==> src/two_wire_pkg.sv <==
/*
 * constants for the two-wire slave: register indices, field positions,
 * reset values, status codes, timing and the controller state type.
 * assumes a 50 MHz system clock.
 */
`default_nettype none
package two_wire_pkg;
	// --------------------------------------------------------------------
	// register indices on the software port
	// --------------------------------------------------------------------
	localparam logic [1:0] CTRL_IDX   = 2'h0;
	localparam logic [1:0] STATUS_IDX = 2'h1;
	localparam logic [1:0] OWN_IDX    = 2'h2;
	localparam logic [1:0] DATA_IDX   = 2'h3;
	// --------------------------------------------------------------------
	// control register fields, then the general call enable bit of the own-address register
	// --------------------------------------------------------------------
	localparam int FLAG_BIT  = 7;
	localparam int ACK_BIT   = 6;
	localparam int START_BIT = 5;
	localparam int STOP_BIT  = 4;
	localparam int WCOL_BIT  = 3;
	localparam int EN_BIT    = 2;
	localparam int IE_BIT    = 0;
	localparam int GCE_BIT   = 0;
	// --------------------------------------------------------------------
	// reset values
	// --------------------------------------------------------------------
	localparam logic [7:0] OWN_RST   = 8'h00;
	localparam logic [7:0] DATA_RST  = 8'hff;
	localparam logic [1:0] PRESC_RST = 2'h0;
	// --------------------------------------------------------------------
	// status codes
	// --------------------------------------------------------------------
	localparam logic [7:0] ST_BUS_ERR  = 8'h00;
	localparam logic [7:0] ST_SRW_OWN  = 8'h60;
	localparam logic [7:0] ST_SRW_ARB  = 8'h68;
	localparam logic [7:0] ST_SRW_GC   = 8'h70;
	localparam logic [7:0] ST_SRW_GCA  = 8'h78;
	localparam logic [7:0] ST_RX_ACK   = 8'h80;
	localparam logic [7:0] ST_RX_NACK  = 8'h88;
	localparam logic [7:0] ST_GRX_ACK  = 8'h90;
	localparam logic [7:0] ST_GRX_NACK = 8'h98;
	localparam logic [7:0] ST_STOP     = 8'ha0;
	localparam logic [7:0] ST_SRR_OWN  = 8'ha8;
	localparam logic [7:0] ST_SRR_ARB  = 8'hb0;
	localparam logic [7:0] ST_TX_ACK   = 8'hb8;
	localparam logic [7:0] ST_TX_NACK  = 8'hc0;
	localparam logic [7:0] ST_TX_LAST  = 8'hc8;
	localparam logic [7:0] ST_NONE     = 8'hf8;
	localparam logic [7:0] GC_ADDR     = 8'h00;
	// --------------------------------------------------------------------
	// timing
	// --------------------------------------------------------------------
	localparam int CLK_MHZ       = 50;
	localparam int START_HOLD_NS = 4000;
	localparam int START_HOLD_CYC = (START_HOLD_NS * CLK_MHZ + 999) / 1000;
	localparam logic [3:0] BITS_PER_BYTE = 4'h8;
	// --------------------------------------------------------------------
	// controller states
	// --------------------------------------------------------------------
	typedef enum logic [2:0] {
		S_IDLE, S_ADDR, S_ADDR_ACK, S_WAIT, S_TX, S_TX_ACK, S_RX, S_RX_ACK
	} state_t;
endpackage
`default_nettype wire

==> src/pin_sync.sv <==
/*
 * three-stage synchroniser for one bus pin; the output level changes
 * only once the second and third stages agree.
 * assumes the pin idles high (open drain with pull-up).
 */
`default_nettype none
module pin_sync (
	input  wire logic clk,
	input  wire logic rst_n,
	input  wire logic pin,
	output var  logic level
);
	logic s1_r;
	logic s2_r;
	logic s3_r;
	logic level_nxt;

	always_comb begin
		level_nxt = level;
		if (s2_r == s3_r) begin
			level_nxt = s3_r;
		end
	end

	always_ff @(posedge clk) begin
		if (!rst_n) begin
			s1_r  <= 1'b1;
			s2_r  <= 1'b1;
			s3_r  <= 1'b1;
			level <= 1'b1;
		end else begin
			s1_r  <= pin;
			s2_r  <= s1_r;
			s3_r  <= s2_r;
			level <= level_nxt;
		end
	end
endmodule
`default_nettype wire

==> src/two_wire_slave_transmitter.sv <==
/*
 * slave side of the two-wire serial unit: address recognition, slave
 * transmit and receive byte handling, status codes, register port.
 * assumes pins sampled on clk, open-drain pads resolved outside, and a
 * separate master section that takes over after start_sent.
 */
`default_nettype none
// Overview of operation
// - stop or repeated start while addressed sets flag, status 0xa0 only at a received byte's first bit, else 0x00.
// - clearing after 0xa0 with start 0, ack 0 ignores own and general call.
// - with ack 1, own address recognised; general call only if enabled.
// - start request at clear sends a start once the bus is free.
// - upper seven own-address bits give the slave address.
// - own-address bit 0 enables response to general call 0x00.
// - read bit selects transmit mode, write bit selects receive mode.
// - after own address and direction, flag set with valid status.
// - addressed for read after lost arbitration reports 0xb0.
// - ack cleared sends last byte; nack gives 0xc0, ack gives 0xc8.
// - after last byte go not addressed; master then reads ones.
// - ack 0 ignores own address but keeps watching; resumes when set.
// - in deep sleep, address still acknowledged, then the part wakes.
// - after wake-up scl held low until software clears the flag.
// - data register not updated by bus while in deep sleep.
// - on 0xa8 software loads byte and picks ack for last or more.
// - acked byte gives 0xb8 unless sent as last, nacked byte gives 0xc0.
// - bus error 0x00 with stop request releases lines, not addressed.
module two_wire_slave_transmitter (
	input  wire logic       clk,
	input  wire logic       rst_n,
	input  wire logic [1:0] reg_addr,
	input  wire logic [7:0] reg_wdata,
	input  wire logic       reg_wr,
	input  wire logic       reg_rd,
	output var  logic [7:0] reg_rdata,
	input  wire logic       scl_in,
	output var  logic       scl_out,
	output var  logic       scl_oe,
	input  wire logic       sda_in,
	output var  logic       sda_out,
	output var  logic       sda_oe,
	input  wire logic       deep_sleep,
	input  wire logic       arb_lost,
	output var  logic       wake_req,
	output var  logic       start_sent
);
	// --------------------------------------------------------------------
	// pin sampling and bus events
	// --------------------------------------------------------------------
	logic scl_s;
	logic sda_s;
	logic scl_p_r;
	logic sda_p_r;

	pin_sync u_scl_sync (
		.clk   (clk),
		.rst_n (rst_n),
		.pin   (scl_in),
		.level (scl_s)
	);
	pin_sync u_sda_sync (
		.clk   (clk),
		.rst_n (rst_n),
		.pin   (sda_in),
		.level (sda_s)
	);

	logic scl_rise;
	logic scl_fall;
	logic start_det;
	logic stop_det;
	assign scl_rise  = scl_s & ~scl_p_r;
	assign scl_fall  = ~scl_s & scl_p_r;
	assign start_det = scl_s & scl_p_r & sda_p_r & ~sda_s;
	assign stop_det  = scl_s & scl_p_r & ~sda_p_r & sda_s;

	// --------------------------------------------------------------------
	// address decode
	// --------------------------------------------------------------------
	function automatic logic [1:0] addr_hit(input logic [7:0] rx, input logic [7:0] own,
	                                        input logic ack);
		logic own_hit;
		logic gc_hit;
		own_hit  = ack & (rx[7:1] == own[7:1]);
		gc_hit   = ack & own[two_wire_pkg::GCE_BIT]
		           & (rx[7:1] == two_wire_pkg::GC_ADDR[7:1]);
		addr_hit = {gc_hit & ~own_hit, own_hit};
	endfunction

	// --------------------------------------------------------------------
	// state
	// --------------------------------------------------------------------
	two_wire_pkg::state_t state_r, state_nxt;
	logic [3:0] cnt_r, cnt_nxt;
	logic [7:0] shift_r, shift_nxt;
	logic       sda_drv_r, sda_drv_nxt;
	logic       flag_r, flag_nxt;
	logic       ack_en_r, ack_en_nxt;
	logic       start_r, start_nxt;
	logic       stop_r, stop_nxt;
	logic       en_r, en_nxt;
	logic       ie_r, ie_nxt;
	logic       wcol_r, wcol_nxt;
	logic [7:0] own_r, own_nxt;
	logic [7:0] data_r, data_nxt;
	logic [7:0] code_r, code_nxt;
	logic [1:0] presc_r, presc_nxt;
	logic       last_r, last_nxt;
	logic       gc_r, gc_nxt;
	logic       dir_r, dir_nxt;
	logic       ackd_r, ackd_nxt;
	logic       arb_r, arb_nxt;
	logic       busy_r, busy_nxt;
	logic       sta_drv_r, sta_drv_nxt;
	logic [7:0] sta_cnt_r, sta_cnt_nxt;
	logic       sent_r, sent_nxt;
	logic       wake_r, wake_nxt;
	logic [7:0] rdata_nxt;

	logic       wr_ctrl;
	logic       flag_clr;
	logic [1:0] hit;
	logic [7:0] shifted_in;
	assign wr_ctrl    = reg_wr & (reg_addr == two_wire_pkg::CTRL_IDX);
	assign flag_clr   = wr_ctrl & reg_wdata[two_wire_pkg::FLAG_BIT] & flag_r;
	assign shifted_in = {shift_r[6:0], sda_s};
	assign hit        = addr_hit(shift_r, own_r, ack_en_r);

	always_comb begin
		state_nxt   = state_r;
		cnt_nxt     = cnt_r;
		shift_nxt   = shift_r;
		sda_drv_nxt = sda_drv_r;
		flag_nxt    = flag_r;
		ack_en_nxt  = ack_en_r;
		start_nxt   = start_r;
		stop_nxt    = stop_r;
		en_nxt      = en_r;
		ie_nxt      = ie_r;
		wcol_nxt    = wcol_r;
		own_nxt     = own_r;
		data_nxt    = data_r;
		code_nxt    = code_r;
		presc_nxt   = presc_r;
		last_nxt    = last_r;
		gc_nxt      = gc_r;
		dir_nxt     = dir_r;
		ackd_nxt    = ackd_r;
		arb_nxt     = arb_r | arb_lost;
		busy_nxt    = busy_r;
		sta_drv_nxt = sta_drv_r;
		sta_cnt_nxt = sta_cnt_r;
		sent_nxt    = 1'b0;
		wake_nxt    = 1'b0;

		// software writes; hardware flag events below override the clear
		if (wr_ctrl) begin
			ack_en_nxt = reg_wdata[two_wire_pkg::ACK_BIT];
			start_nxt  = reg_wdata[two_wire_pkg::START_BIT];
			stop_nxt   = reg_wdata[two_wire_pkg::STOP_BIT];
			en_nxt     = reg_wdata[two_wire_pkg::EN_BIT];
			ie_nxt     = reg_wdata[two_wire_pkg::IE_BIT];
			if (flag_clr) begin
				flag_nxt = 1'b0;
			end
		end
		if (reg_wr && reg_addr == two_wire_pkg::STATUS_IDX) begin
			presc_nxt = reg_wdata[1:0];
		end
		if (reg_wr && reg_addr == two_wire_pkg::OWN_IDX) begin
			own_nxt = reg_wdata;
		end
		if (reg_wr && reg_addr == two_wire_pkg::DATA_IDX) begin
			// a write while the bus is mid-byte would corrupt the frame
			if (flag_r) begin
				data_nxt = reg_wdata;
				wcol_nxt = 1'b0;
			end else begin
				wcol_nxt = 1'b1;
			end
		end

		if (start_det) begin
			busy_nxt = 1'b1;
		end
		if (stop_det) begin
			busy_nxt = 1'b0;
			arb_nxt  = arb_lost;                                      // a loss in the same cycle wins
		end
		if (scl_rise) begin
			cnt_nxt = cnt_r + 4'h1;
		end

		case (state_r)
			two_wire_pkg::S_IDLE: begin
				sda_drv_nxt = 1'b0;
				if (start_det) begin
					state_nxt = two_wire_pkg::S_ADDR;
					cnt_nxt   = 4'h0;
				end
			end
			two_wire_pkg::S_ADDR: begin
				if (scl_rise) begin
					shift_nxt = shifted_in;
				end
				if (scl_fall && cnt_r == two_wire_pkg::BITS_PER_BYTE) begin
					cnt_nxt = 4'h0;
					if (hit != 2'b00 && !flag_r) begin
						state_nxt   = two_wire_pkg::S_ADDR_ACK;
						sda_drv_nxt = 1'b1;
						gc_nxt      = hit[1];
						dir_nxt     = shift_r[0];
					end else begin
						state_nxt = two_wire_pkg::S_IDLE;
					end
				end
			end
			two_wire_pkg::S_ADDR_ACK: begin
				if (scl_fall) begin
					sda_drv_nxt = 1'b0;
					cnt_nxt     = 4'h0;
					flag_nxt    = 1'b1;
					state_nxt   = two_wire_pkg::S_WAIT;
					wake_nxt    = deep_sleep;
					if (dir_r) begin
						code_nxt = arb_r ? two_wire_pkg::ST_SRR_ARB
						                 : two_wire_pkg::ST_SRR_OWN;
					end else if (gc_r) begin
						code_nxt = arb_r ? two_wire_pkg::ST_SRW_GCA : two_wire_pkg::ST_SRW_GC;
					end else begin
						code_nxt = arb_r ? two_wire_pkg::ST_SRW_ARB
						                 : two_wire_pkg::ST_SRW_OWN;
					end
				end
			end
			two_wire_pkg::S_WAIT: begin
				// scl is stretched while the flag stands
				if (flag_clr) begin
					cnt_nxt = 4'h0;
					if (reg_wdata[two_wire_pkg::STOP_BIT]) begin
						state_nxt   = two_wire_pkg::S_IDLE;
						stop_nxt    = 1'b0;
						sda_drv_nxt = 1'b0;
					end else begin
						case (code_r)
							two_wire_pkg::ST_SRR_OWN, two_wire_pkg::ST_SRR_ARB,
							two_wire_pkg::ST_TX_ACK: begin
								state_nxt   = two_wire_pkg::S_TX;
								shift_nxt   = data_r;
								sda_drv_nxt = ~data_r[7];
								last_nxt    = ~reg_wdata[two_wire_pkg::ACK_BIT];
							end
							two_wire_pkg::ST_SRW_OWN, two_wire_pkg::ST_SRW_ARB,
							two_wire_pkg::ST_SRW_GC, two_wire_pkg::ST_SRW_GCA,
							two_wire_pkg::ST_RX_ACK, two_wire_pkg::ST_GRX_ACK: begin
								state_nxt = two_wire_pkg::S_RX;
							end
							default: begin
								state_nxt = two_wire_pkg::S_IDLE;
							end
						endcase
					end
				end
			end
			two_wire_pkg::S_TX: begin
				if (scl_fall) begin
					shift_nxt = {shift_r[6:0], 1'b1};
					if (cnt_r == two_wire_pkg::BITS_PER_BYTE) begin
						state_nxt   = two_wire_pkg::S_TX_ACK;
						sda_drv_nxt = 1'b0;
						cnt_nxt     = 4'h0;
					end else begin
						sda_drv_nxt = ~shift_r[6];
					end
				end
			end
			two_wire_pkg::S_TX_ACK: begin
				if (scl_rise) begin
					ackd_nxt = ~sda_s;
				end
				if (scl_fall) begin
					flag_nxt  = 1'b1;
					state_nxt = two_wire_pkg::S_WAIT;
					cnt_nxt   = 4'h0;
					if (!ackd_r) begin
						code_nxt = two_wire_pkg::ST_TX_NACK;
					end else if (last_r) begin
						code_nxt = two_wire_pkg::ST_TX_LAST;
					end else begin
						code_nxt = two_wire_pkg::ST_TX_ACK;
					end
				end
			end
			two_wire_pkg::S_RX: begin
				if (scl_rise) begin
					shift_nxt = shifted_in;
				end
				if (scl_fall && cnt_r == two_wire_pkg::BITS_PER_BYTE) begin
					state_nxt   = two_wire_pkg::S_RX_ACK;
					sda_drv_nxt = ack_en_r;
					ackd_nxt    = ack_en_r;
					cnt_nxt     = 4'h0;
				end
			end
			two_wire_pkg::S_RX_ACK: begin
				if (scl_fall) begin
					sda_drv_nxt = 1'b0;
					flag_nxt    = 1'b1;
					state_nxt   = two_wire_pkg::S_WAIT;
					cnt_nxt     = 4'h0;
					if (!deep_sleep) begin
						data_nxt = shift_r;
					end
					if (gc_r) begin
						code_nxt = ackd_r ? two_wire_pkg::ST_GRX_ACK : two_wire_pkg::ST_GRX_NACK;
					end else begin
						code_nxt = ackd_r ? two_wire_pkg::ST_RX_ACK : two_wire_pkg::ST_RX_NACK;
					end
				end
			end
			default: begin
				state_nxt = two_wire_pkg::S_IDLE;
			end
		endcase

		// stop or start inside an addressed frame
		if ((start_det || stop_det) && state_r != two_wire_pkg::S_IDLE
		    && state_r != two_wire_pkg::S_ADDR && state_r != two_wire_pkg::S_WAIT) begin
			flag_nxt    = 1'b1;
			sda_drv_nxt = 1'b0;
			state_nxt   = two_wire_pkg::S_WAIT;
			cnt_nxt     = 4'h0;
			// a stop or restart gives 0xa0 only in receive just after the first clock of a byte, else 0x00
			if (state_r == two_wire_pkg::S_RX && cnt_r == 4'h1) begin
				code_nxt = two_wire_pkg::ST_STOP;
			end else begin
				code_nxt = two_wire_pkg::ST_BUS_ERR;
			end
		end

		// start launch once the bus is free
		if (sta_drv_r) begin
			if (sta_cnt_r == 8'(two_wire_pkg::START_HOLD_CYC - 1)) begin
				sta_drv_nxt = 1'b0;
				sent_nxt    = 1'b1;
				start_nxt   = 1'b0;
			end else begin
				sta_cnt_nxt = sta_cnt_r + 8'h01;
			end
		end else if (start_r && en_r && !busy_r && !flag_r
		             && state_r == two_wire_pkg::S_IDLE) begin
			sta_drv_nxt = 1'b1;
			sta_cnt_nxt = 8'h00;
		end

		if (!en_r) begin
			state_nxt   = two_wire_pkg::S_IDLE;
			sda_drv_nxt = 1'b0;
			sta_drv_nxt = 1'b0;
		end
	end

	// --------------------------------------------------------------------
	// register read mux
	// --------------------------------------------------------------------
	always_comb begin
		rdata_nxt = 8'h00;
		if (reg_rd) begin
			case (reg_addr)
				two_wire_pkg::CTRL_IDX: rdata_nxt = {flag_r, ack_en_r, start_r, stop_r,
				                                     wcol_r, en_r, 1'b0, ie_r};
				two_wire_pkg::STATUS_IDX: begin
					rdata_nxt = {(flag_r ? code_r[7:3] : two_wire_pkg::ST_NONE[7:3]),
					             1'b0, presc_r};
				end
				two_wire_pkg::OWN_IDX:  rdata_nxt = own_r;
				default:                rdata_nxt = data_r;
			endcase
		end
	end

	always_ff @(posedge clk) begin
		if (!rst_n) begin
			state_r   <= two_wire_pkg::S_IDLE;
			cnt_r     <= 4'h0;
			shift_r   <= 8'h00;
			sda_drv_r <= 1'b0;
			flag_r    <= 1'b0;
			ack_en_r  <= 1'b0;
			start_r   <= 1'b0;
			stop_r    <= 1'b0;
			en_r      <= 1'b0;
			ie_r      <= 1'b0;
			wcol_r    <= 1'b0;
			own_r     <= two_wire_pkg::OWN_RST;
			data_r    <= two_wire_pkg::DATA_RST;
			code_r    <= two_wire_pkg::ST_NONE;
			presc_r   <= two_wire_pkg::PRESC_RST;
			last_r    <= 1'b0;
			gc_r      <= 1'b0;
			dir_r     <= 1'b0;
			ackd_r    <= 1'b0;
			arb_r     <= 1'b0;
			busy_r    <= 1'b0;
			sta_drv_r <= 1'b0;
			sta_cnt_r <= 8'h00;
			sent_r    <= 1'b0;
			wake_r    <= 1'b0;
			scl_p_r   <= 1'b1;
			sda_p_r   <= 1'b1;
			reg_rdata <= 8'h00;
		end else begin
			state_r   <= state_nxt;
			cnt_r     <= cnt_nxt;
			shift_r   <= shift_nxt;
			sda_drv_r <= sda_drv_nxt;
			flag_r    <= flag_nxt;
			ack_en_r  <= ack_en_nxt;
			start_r   <= start_nxt;
			stop_r    <= stop_nxt;
			en_r      <= en_nxt;
			ie_r      <= ie_nxt;
			wcol_r    <= wcol_nxt;
			own_r     <= own_nxt;
			data_r    <= data_nxt;
			code_r    <= code_nxt;
			presc_r   <= presc_nxt;
			last_r    <= last_nxt;
			gc_r      <= gc_nxt;
			dir_r     <= dir_nxt;
			ackd_r    <= ackd_nxt;
			arb_r     <= arb_nxt;
			busy_r    <= busy_nxt;
			sta_drv_r <= sta_drv_nxt;
			sta_cnt_r <= sta_cnt_nxt;
			sent_r    <= sent_nxt;
			wake_r    <= wake_nxt;
			scl_p_r   <= scl_s;
			sda_p_r   <= sda_s;
			reg_rdata <= rdata_nxt;
		end
	end

	// --------------------------------------------------------------------
	// pads; open drain so only low is ever driven
	// --------------------------------------------------------------------
	assign scl_out    = 1'b0;
	assign scl_oe     = flag_r & (state_r == two_wire_pkg::S_WAIT);
	assign sda_out    = 1'b0;
	assign sda_oe     = sda_drv_r | sta_drv_r;
	assign wake_req   = wake_r;
	assign start_sent = sent_r;
endmodule
`default_nettype wire

==> config.mk <==
export PLATFORM = sky130hd
export DESIGN_NAME = two_wire_slave_transmitter
export DESIGN_NICKNAME = d
export VERILOG_FILES = /design/src/two_wire_pkg.sv /design/src/pin_sync.sv /design/src/two_wire_slave_transmitter.sv
export SDC_FILE = /design/constraint.sdc
export NUM_CORES = 1
export LEC_CHECK = 0
export BUFFER_PORTS_ARGS = -buffer_cell sky130_fd_sc_hd__buf_2
export CAP_MARGIN = 40
export CORE_MARGIN = 2
export CORE_UTILIZATION = 60
export CTS_CLUSTER_DIAMETER = 150
export DETAILED_ROUTE_END_ITERATION = 7
export PLACE_DENSITY = 0.8
export SYNTH_ARGS = -nofsm -noshare
export SYNTH_HDL_FRONTEND = slang
export SYNTH_HIERARCHICAL = 1
export SYNTH_SLANG_ARGS = --single-unit
==> constraint.sdc <==
create_clock -name clk -period 2.5 [get_ports clk]
set_input_delay 0.25 -clock clk [delete_from_list [all_inputs] [get_ports clk]]
set_output_delay 0.25 -clock clk [all_outputs]
set_load 0.1 [all_outputs]
==> flow_summary_export.csv, run 1 <==
group,metric,value,unit
setup_path,worstPathRequired,2.25,ns
clocking,cts_root_buffer,"clkbuf_8",
timing,setup_viol,0,
timing,rsz0062_at_grt,"no",
cells_and_area,ff_latch_area,1620,um^2
clocking,clk_pin_slew,0.09,ns
logic_synthesis,avgSynthCellArea,8.23,um^2
drt,wl_per_cell,17.2,um
setup_path,reg2reg_from,"state_r[1]$_SDFFE_PN0P_",
setup_path,cp.arrival,2.12,ns
global_routing,overflow,0,
cells_and_area,multi_input_area,2310,um^2
logic_synthesis,yosysSeqAreaShare,39.3,%
global_routing,track_usage,29.5,%
run_status,outcome,"finished clean",
floorplanning,num_io_pins,32,
logic_synthesis,synth_edf_count,0,
timing,tns,0,ns
floorplanning,fp.dieH,86.9,um
drt,vias_per_cell,6.25,
logic_synthesis,syn_inst,501,
clocking,cts_buffer_depth,2,
setup_path,crit_path_start_kind,"flop",
timing,fmaxAchievable,423,MHz
hold_path,hold-path-endpoint,"u_scl_sync/s1_r$_SDFF_PN1_",
placed_design,port_buffers,29,
drt,vias,3855,
global_routing,grt_start_max_net_pins,35,
clocking,clk_latency,0.37,ns
setup_path,rr_endpoint,"shift_r[7]$_SDFFE_PN0P_",
clocking,cts_resized,0,
logic_synthesis,synth_xor_xnor_area_share,3.61,%
clocking,htreeDepth,3,
placed_design,placed_cells,601,
cells_and_area,nFillCells,561,
setup_path,worst_setup_path_end_kind,"output pin",
floorplanning,rows,30,
cells_and_area,n_antenna_cell,0,
power_and_ir_drop,power.density,547,nW/um^2
timing,tightest_slew,0.597,ns
placed_design,hpwl,7680,um
logic_synthesis,synth_top_family_by_area,"simple AND/OR/NAND/NOR gates",
timing,fin_hold_ws,0.0560,ns
hold_path,hp-start,"scl_in",
hold_path,hold_path_depth,2,
logic_synthesis,ys.flop_type,"dfxtp_1",
setup_path,reg2reg_slack,0.30,ns
clocking,cts_buffers,9,
cells_and_area,final_cells,617,
timing,slew_headroom,59.8,%
floorplanning,core_area,6720,um^2
setup_path,reg2reg_depth,6,
power_and_ir_drop,leakage,1.93,nW
drt,first_pass_iters,5,
logic_synthesis,ys_warn_count,6,
logic_synthesis,synth_seq_cells,81,
logic_synthesis,synthMuxAreaShare,6.70,%
timing,final-hold-violation-count,0,
timing,clock_skew,0.0122,ns
drt,routed_wl,10600,um
timing,finalMaxSlewViolations,0,
clocking,cts_hold_buf,0,
logic_synthesis,synth-simple-area-share,26.4,%
cells_and_area,area_growth,11.1,%
logic_synthesis,syn_area,4130,um^2
floorplanning,start_util,61.4,%
timing,fin_crit,2.37,ns
drt,ant_nets,0,
global_routing,antenna_found_initial,0,
timing,period_share,94.6,%
clocking,cts_setup_buffers,0,
global_routing,grt_pass1_vias,3575,
logic_synthesis,async_flop_share,0,%
clocking,cts.sinks,81,
logic_synthesis,synth_cell_types,65,
cells_and_area,drive_gt1_share,14.5,%
floorplanning,die_w,86.9,um
clocking,cts_tree,"done",
floorplanning,dieArea,7550,um^2
drt,drtIter0Drc,280,
drt,drc_errors,0,
hold_path,hold_class,"primary input to flop",
placed_design,gp_congestion,1.01,
setup_path,critical_path_class,"flop to output pin",
power_and_ir_drop,ir_drop,0.260,mV
global_routing,grt_pass1_wl,17200,um
logic_synthesis,synthAdderAreaFrac,1.46,%
setup_path,critPathMaxFanout,14,
logic_synthesis,synth_compound_area_share,17.7,%
job,drv_cap,0,
cells_and_area,fin_nets,554,
[sequential cells by signal, summed over array words and instances, names as in the netlist, 2 cells and up]
| signal | flops |
|---|---|
| reg_rdata | 8 |
| data_r | 8 |
| sta_cnt_r | 8 |
| code_r | 5 |
| shift_r | 8 |
| presc_r | 2 |
| cnt_r | 4 |
| own_r | 8 |
| state_r | 3 |
[worst max path at each step]
stage / slack, ns / start / end
floorplan: 0.57 / sta_cnt_r[0]$_SDFFE_PN0P_ / sta_cnt_r[5]$_SDFFE_PN0P_
global placement: 0.44 / shift_r[6]$_SDFFE_PN0P_ / gc_r$_SDFFE_PN0P_
detailed placement: 0.35 / shift_r[5]$_SDFFE_PN0P_ / dir_r$_SDFFE_PN0P_
CTS: 0.16 / state_r[1]$_SDFFE_PN0P_ / scl_oe
global route: 0.04 / state_r[1]$_SDFFE_PN0P_ / scl_oe
finish: 0.13 / state_r[1]$_SDFFE_PN0P_ / scl_oe
[metrics by stage]
| step | setup WS (ns) | utilization (%) | total power, mW | instance area [um^2] |
|---|---|---|---|---|
| global route | 0.0408 | 68.2 | 2.59 | 4580 |
| global placement | 0.436 | 65.3 | 1.53 | 4380 |
| CTS | 0.162 | 68.2 | 2.52 | 4580 |
| floorplan | 0.569 | - | 1.49 | 4130 |
| detailed placement | 0.348 | 65.3 | 1.54 | 4380 |
| finish | 0.135 | 68.2 | 2.51 | 4580 |
[cell type report]
cell class | instances | share of cell area, %
Multi-Input combinational cell | 376 | 50.4
Sequential cell | 81 | 35.4
Timing Repair Buffer | 49 | 6.44
Clock buffer | 9 | 2.70
Tap cell | 80 | 2.18
Clock inverter | 7 | 1.66
Inverter | 15 | 1.23
[worst max-delay path, stage by stage, from the launching register on]
cell	delay, ns
dfxtp_1	0.59
buf_4	0.21
nor2b_1	0.24
nand3_1	0.14
inv_1	0.13
buf_2	0.43
[cell families (layout without fill, tap and decap cells)]
family | count (synthesis) | after routing
AND/OR/NAND/NOR | 218 | 218
AO/OA/AOI/OAI | 108 | 108
flip-flops | 81 | 81
buffers and inverters | 45 | 80
multiplexers | 26 | 26
XOR/XNOR | 17 | 17
adder cells (fa/ha/maj) | 5 | 5
other | 1 | 2
[metal layers]
layer  vias to the layer above  part of all wire (%)  GRT usage [%]
li1                       1848                     -              -
met4                         0                   3.4           15.1
met1                      1804                    41           37.1
met5                         -                     0              0
met2                       166                    48           48.3
met3                        37                   7.5           5.31
[Yosys cell counts, drive strengths merged, types with 4 or more instances]
| library cell | number | area [um^2] |
|---|---|---|
| a21oi | 24 | 120 |
| a31oi | 9 | 56.3 |
| xor2 | 4 | 35.0 |
| nand4 | 5 | 31.3 |
| nand2 | 56 | 210 |
| a2111oi | 4 | 35.0 |
| nand3 | 15 | 75.1 |
| mux2i | 22 | 220 |
| buf | 13 | 76.3 |
| inv | 14 | 52.6 |
| and3 | 11 | 68.8 |
| nand4b | 4 | 35.0 |
| nor2b | 11 | 68.8 |
| nand2b | 14 | 87.6 |
| dfxtp | 81 | 1620 |
| nand3b | 6 | 45.0 |
| a211oi | 13 | 103 |
| o41ai | 5 | 43.8 |
| a22oi | 4 | 30.0 |
| ha | 4 | 50.1 |
| nor3 | 14 | 70.1 |
| nor2 | 59 | 224 |
| clkbuf | 17 | 63.8 |
| nor4 | 5 | 31.3 |
| xnor2 | 13 | 114 |
| o21ai | 27 | 135 |
[power by group]
part | internal, mW | switching [mW]
clock network | 0.472 | 0.524
registers | 1.31 | 0.0133
logic | 0.0536 | 0.135
[placed cells by master, fill, tap and decap left out, types with 5 or more instances in the layout]
master / count
a211oi_1: 12
a21oi_1: 24
a31oi_1: 9
and3_1: 11
buf_2: 29
buf_4: 20
clkbuf_8: 9
dfxtp_1: 81
inv_1: 14
mux2i_1: 22
nand2_1: 56
nand2b_1: 14
nand3_1: 15
nand3b_1: 6
nand4_1: 5
nor2_1: 58
nor2b_1: 11
nor3_1: 14
nor4_1: 5
o21ai_0: 25
o41ai_1: 5
xnor2_1: 13
No activity file was read; power rests on OpenSTA's default activity.
==> run 2: changes to the inputs <==
CORE_ASPECT_RATIO = 0.7   (was not set)
CORE_UTILIZATION = 64   (was 60)
PLACE_DENSITY = 0.84   (was 0.8)
clock period = 3.01 ns   (was 2.5 ns; I/O delays follow)
==> run 2 against run 1 <==
- global-route usage grew 3.0 points
- flip-flop and latch count is the same
- critical path depth is the same
- first-iteration DRC count grew 59%
- non-clock buffer count shrank 7
- combinational power shrank 15%
- final area shrank 0.30%
- cell count shrank 1.6%
==> flow_summary_export.csv, run 2 (synthesized netlist as in run 1, its figures left out) <==
group,metric,value,unit
hold_path,hp-start,"sda_in",
global_routing,antenna_found_initial,0,
clocking,cts_tree,"done",
drt,drc_errors,0,
global_routing,overflow,0,
global_routing,grt_pass1_vias,3517,
cells_and_area,multi_input_area,2310,um^2
setup_path,critical_path_class,"flop to flop",
timing,fmaxAchievable,419,MHz
run_status,outcome,"finished clean",
setup_path,cp.arrival,2.64,ns
cells_and_area,fin_nets,547,
drt,ant_nets,0,
drt,drtIter0Drc,446,
clocking,cts_buffer_depth,2,
floorplanning,fp.dieH,71.2,um
placed_design,gp_congestion,1.04,
setup_path,critPathMaxFanout,16,
power_and_ir_drop,comb_power_share,7.2,%
floorplanning,num_io_pins,32,
cells_and_area,area_growth,10.8,%
clocking,htreeDepth,3,
timing,slew_headroom,47.1,%
floorplanning,start_util,66.4,%
drt,wl_met1,4970,um
clocking,cts_setup_buffers,0,
setup_path,worstPathRequired,3.26,ns
power_and_ir_drop,switchingPower,0.509,mW
power_and_ir_drop,internal-power,1.70,mW
cells_and_area,final_cells,607,
timing,finalMaxSlewViolations,0,
setup_path,crit_path_start,"state_r[0]$_SDFFE_PN0P_",
global_routing,grt_start_max_net_pins,32,
clocking,cts_resized,0,
drt,vias,3882,
drt,first_pass_iters,7,
job,drv_cap,0,
drt,met2_length,4730,um
cells_and_area,final_common_cell,"dfxtp_1",
drt,met3_length,1160,um
timing,setup_viol,0,
power_and_ir_drop,power.density,483,nW/um^2
setup_path,worst_setup_path_end_kind,"flop",
timing,fin_crit,2.39,ns
clocking,clk_pin_slew,0.08,ns
cells_and_area,postLayoutCoreUtil,73.5,%
timing,tightest_slew,0.794,ns
cells_and_area,layout_common_cells,"dfxtp_1 (81), nor2_1 (58), nand2_1 (56)",
cells_and_area,drive_gt1_share,13.2,%
clocking,cts.sinks,81,
placed_design,placed_cells,592,
hold_path,hold_class,"primary input to flop",
power_and_ir_drop,leakage,1.91,nW
cells_and_area,ff_latch_area,1620,um^2
timing,final-hold-violation-count,0,
timing,tns,0,ns
timing,clock_skew,0.00655,ns
clocking,clk_latency,0.36,ns
global_routing,track_usage,32.5,%
global_routing,grt_pass1_wl,18000,um
floorplanning,dieArea,7110,um^2
cells_and_area,n_antenna_cell,0,
setup_path,crit_path_start_kind,"flop",
power_and_ir_drop,p_sw_share,23.1,%
placed_design,hpwl,7790,um
clocking,cts_buffers,9,
power_and_ir_drop,p_clk_share,43.0,%
drt,routed_wl,11000,um
timing,rsz0062_at_grt,"no",
power_and_ir_drop,ir_drop,0.267,mV
floorplanning,die_w,100,um
floorplanning,rows,24,
placed_design,port_buffers,29,
floorplanning,core_area,6220,um^2
drt,vias_per_cell,6.40,
cells_and_area,nFillCells,500,
timing,period_share,79.4,%
drt,wl_per_cell,18.2,um
setup_path,reg2reg_from,"state_r[0]$_SDFFE_PN0P_",
clocking,cts_hold_buf,0,
power_and_ir_drop,seqPwrFrac,49.8,%
clocking,cts_root_buffer,"clkbuf_8",
drt,highest_layer,"met4",
[run 2: cell count changes in the layout (fill, tap and decap cells not counted)]
cell        delta
buf_4          -7
bufinv_16      +2
inv_6          -2
clkbuf_8       +1
clkinv_2       -1
clkinv_4       +1
clkinvlp_4     -1
inv_8          -1
[run 2: path summary, 6_finish.rpt]
path,end,slack [ns],cells past startpoint
setup reg to reg,shift_r[3]$_SDFFE_PN0P_,0.62,5
hold reg to reg,u_sda_sync/s2_r$_SDFF_PN1_,0.41,1
setup / recovery,shift_r[3]$_SDFFE_PN0P_,0.62,5
hold / removal,u_sda_sync/s1_r$_SDFF_PN1_,0.13,2
[run 2: metal layers]
metal | global-route usage (%) | vias up
met2 | 47.6 | 217
met4 | 8.52 | 0
met1 | 47.3 | 1808
met5 | 0 | -
li1 | - | 1832
met3 | 9.09 | 25
[run 2: critical path, cell delays in order (launching register included)]
cell and delay [ns]:
dfxtp_1 0.53, nand3b_1 0.19, or4_4 0.56, a311oi_4 0.67
nor2_1 0.09, a211oi_1 0.24
[run 2: layout make-up]
cell class | count | area share [%]
Inverter | 15 | 1.23
Multi-Input combinational cell | 376 | 50.6
Timing Repair Buffer | 42 | 5.31
Clock buffer | 10 | 3.01
Tap cell | 78 | 2.14
Sequential cell | 81 | 35.5
Clock inverter | 5 | 2.27
[run 2: power groups by stage]
| stage | Clock (mW) | Combinational [mW] | Sequential, mW |
|---|---|---|---|
| 4_1_cts | 0.958 | 0.156 | 1.10 |
| 3_5_place_dp | 0 | 0.154 | 1.12 |
| 6_report | 0.951 | 0.159 | 1.10 |
| 3_3_place_gp | 0 | 0.152 | 1.12 |
| 5_1_grt | 1.00 | 0.169 | 1.10 |
| 2_1_floorplan | 0 | 0.0784 | 1.16 |
[run 2: stage by stage]
stage	worst slack, ns	hold slack [ns]	instance area [um^2]	power, mW
6_report	0.621	0.127	4570	2.21
3_5_place_dp	0.699	0.395	4330	1.28
5_1_grt	0.491	0.132	4570	2.27
4_1_cts	0.683	0.121	4570	2.21
2_1_floorplan	1.08	0.374	4130	1.23
3_3_place_gp	0.817	0.387	4330	1.28
==> run 3: changes to the inputs <==
CORE_UTILIZATION = 60   (was 64)
PLACE_DENSITY = 0.8   (was 0.84)
clock period = 2.35 ns   (was 3.01 ns; I/O delays follow)
==> run 3 against run 2 <==
- count of clock-buffer cells in the layout stayed put
- power is 23% higher
- die area is 6.3% higher
- largest cell class unchanged
- flip-flop and latch count stayed put
- largest power group unchanged
- register-to-register slack worse by 0.49 ns
- highest routed layer unchanged
- worst setup slack worse by 0.49 ns
- via count is 1.3% higher
- fmax is 7.8% higher
- sequential power is 28% higher
==> flow_summary_export.csv, run 3 (synthesized netlist as in run 1, its figures left out) <==
group,metric,value,unit
clocking,cts_buffers,9,
timing,tightest_slew,0.730,ns
global_routing,overflow,0,
drt,ant_nets,0,
clocking,cts_setup_buffers,0,
placed_design,hpwl,8400,um
cells_and_area,fin_nets,558,
power_and_ir_drop,leakage,1.94,nW
cells_and_area,nFillCells,573,
drt,first_pass_iters,5,
power_and_ir_drop,p_clk_share,40.4,%
cells_and_area,final_common_cell,"dfxtp_1",
clocking,cts_resized,0,
global_routing,grt_pass1_wl,18800,um
power_and_ir_drop,power,2.71,mW
run_status,outcome,"finished clean",
setup_path,critPathMaxFanout,9,
cells_and_area,finalInstanceArea,4640,um^2
timing,fmaxAchievable,451,MHz
floorplanning,num_io_pins,32,
clocking,cts.sinks,81,
timing,tns,0,ns
timing,fin_hold_ws,0.0658,ns
drt,vias_per_cell,6.21,
power_and_ir_drop,internal-power,2.04,mW
placed_design,placed_cell_area,4430,um^2
clocking,cts_buffer_depth,2,
global_routing,grt_pass1_vias,3616,
cells_and_area,drive_gt1_share,14.8,%
power_and_ir_drop,comb_power_share,7.6,%
placed_design,port_buffers,29,
placed_design,preCtsSetupSlack,0.275,ns
floorplanning,core_area,6690,um^2
timing,layout_setup_ws,0.134,ns
clocking,cts_root_buffer,"clkbuf_8",
setup_path,crit_path_start_kind,"flop",
setup_path,worst_setup_path_end_kind,"flop",
timing,clock_skew,0.00895,ns
timing,fin_crit,2.22,ns
timing,slew_headroom,50.9,%
clocking,clk_latency,0.35,ns
floorplanning,start_util,61.6,%
timing,setup_viol,0,
drt,routed_wl,11400,um
power_and_ir_drop,ir_drop,0.345,mV
timing,period_share,94.3,%
cells_and_area,area_growth,12.5,%
floorplanning,fp.dieH,73.4,um
power_and_ir_drop,p_sw_share,24.6,%
power_and_ir_drop,seqPwrFrac,51.9,%
cells_and_area,postLayoutCoreUtil,69.3,%
placed_design,gp_congestion,0.993,
global_routing,antenna_found_initial,0,
timing,final-hold-violation-count,0,
floorplanning,dieArea,7570,um^2
setup_path,worstPathRequired,2.57,ns
drt,vias,3934,
job,drv_cap,0,
clocking,cts_tree,"done",
setup_path,critical_path_class,"flop to flop",
cells_and_area,n_antenna_cell,0,
drt,drtIter0Drc,419,
global_routing,track_usage,32.5,%
clocking,clk_pin_slew,0.08,ns
floorplanning,rows,25,
drt,drc_errors,0,
timing,finalMaxSlewViolations,0,
drt,wl_per_cell,18.0,um
hold_path,hold_class,"primary input to flop",
power_and_ir_drop,switchingPower,0.667,mW
timing,rsz0062_at_grt,"no",
setup_path,cp.arrival,2.43,ns
placed_design,placed_cells,619,
clocking,htreeDepth,3,
power_and_ir_drop,power.density,584,nW/um^2
global_routing,grt_start_max_net_pins,32,
clocking,cts_hold_buf,0,
floorplanning,die_w,103,um
cells_and_area,final_cells,634,
cells_and_area,layout_common_cells,"dfxtp_1 (81), nor2_1 (58), nand2_1 (56)",
-- run 3: changes by cell type in the layout (fill, tap and decap cells not counted), sizes merged --
cell,before,now
buf,42,53
bufinv,3,2
clkinvlp,0,1
-- run 3: routing by layer --
metal  GRT usage, %  vias to the layer above  wire length (um)
met5              0                        -                 0
met4           9.80                        0               131
met3           8.18                       17               914
met2           47.2                      186              4950
met1           47.7                     1871              5430
li1               -                     1860                 -
-- run 3: layout make-up --
cell class | count | area [um^2] | area share [%]
multi-input cells | 376 | 2310 | 49.8
flip-flops and latches | 81 | 1620 | 34.9
repair buffers | 53 | 325 | 7.01
clock buffers | 10 | 128 | 2.75
well taps | 94 | 118 | 2.53
clock inverters | 5 | 81.3 | 1.75
inverters | 15 | 56.3 | 1.21
-- run 3: path summary, 6_finish.rpt --
kind | cells after the start | endpoint | slack, ns | from
max | 5 | sda_drv_r$_SDFFE_PP0P_ | 0.13 | scl_p_r$_SDFF_PN1_
min | 2 | u_scl_sync/s1_r$_SDFF_PN1_ | 0.07 | scl_in
max reg2reg | 5 | sda_drv_r$_SDFFE_PP0P_ | 0.13 | scl_p_r$_SDFF_PN1_
min reg2reg | 1 | u_scl_sync/s2_r$_SDFF_PN1_ | 0.41 | u_scl_sync/s1_r$_SDFF_PN1_
-- run 3: critical path: stages, from the launching register on --
cell and delay, ns:
dfxtp_1 0.48, nand2b_1 0.27, o41ai_1 0.44, o211ai_1 0.26
a2111oi_0 0.53, nor4b_1 0.11
-- run 3: power groups by stage --
stage | Clock (mW) | Sequential (mW) | Combinational, mW
after detailed placement | 0 | 1.44 | 0.203
after CTS | 1.11 | 1.41 | 0.204
after global routing | 1.16 | 1.41 | 0.220
after floorplan | 0 | 1.48 | 0.100
final | 1.10 | 1.41 | 0.207
after global placement | 0 | 1.44 | 0.200
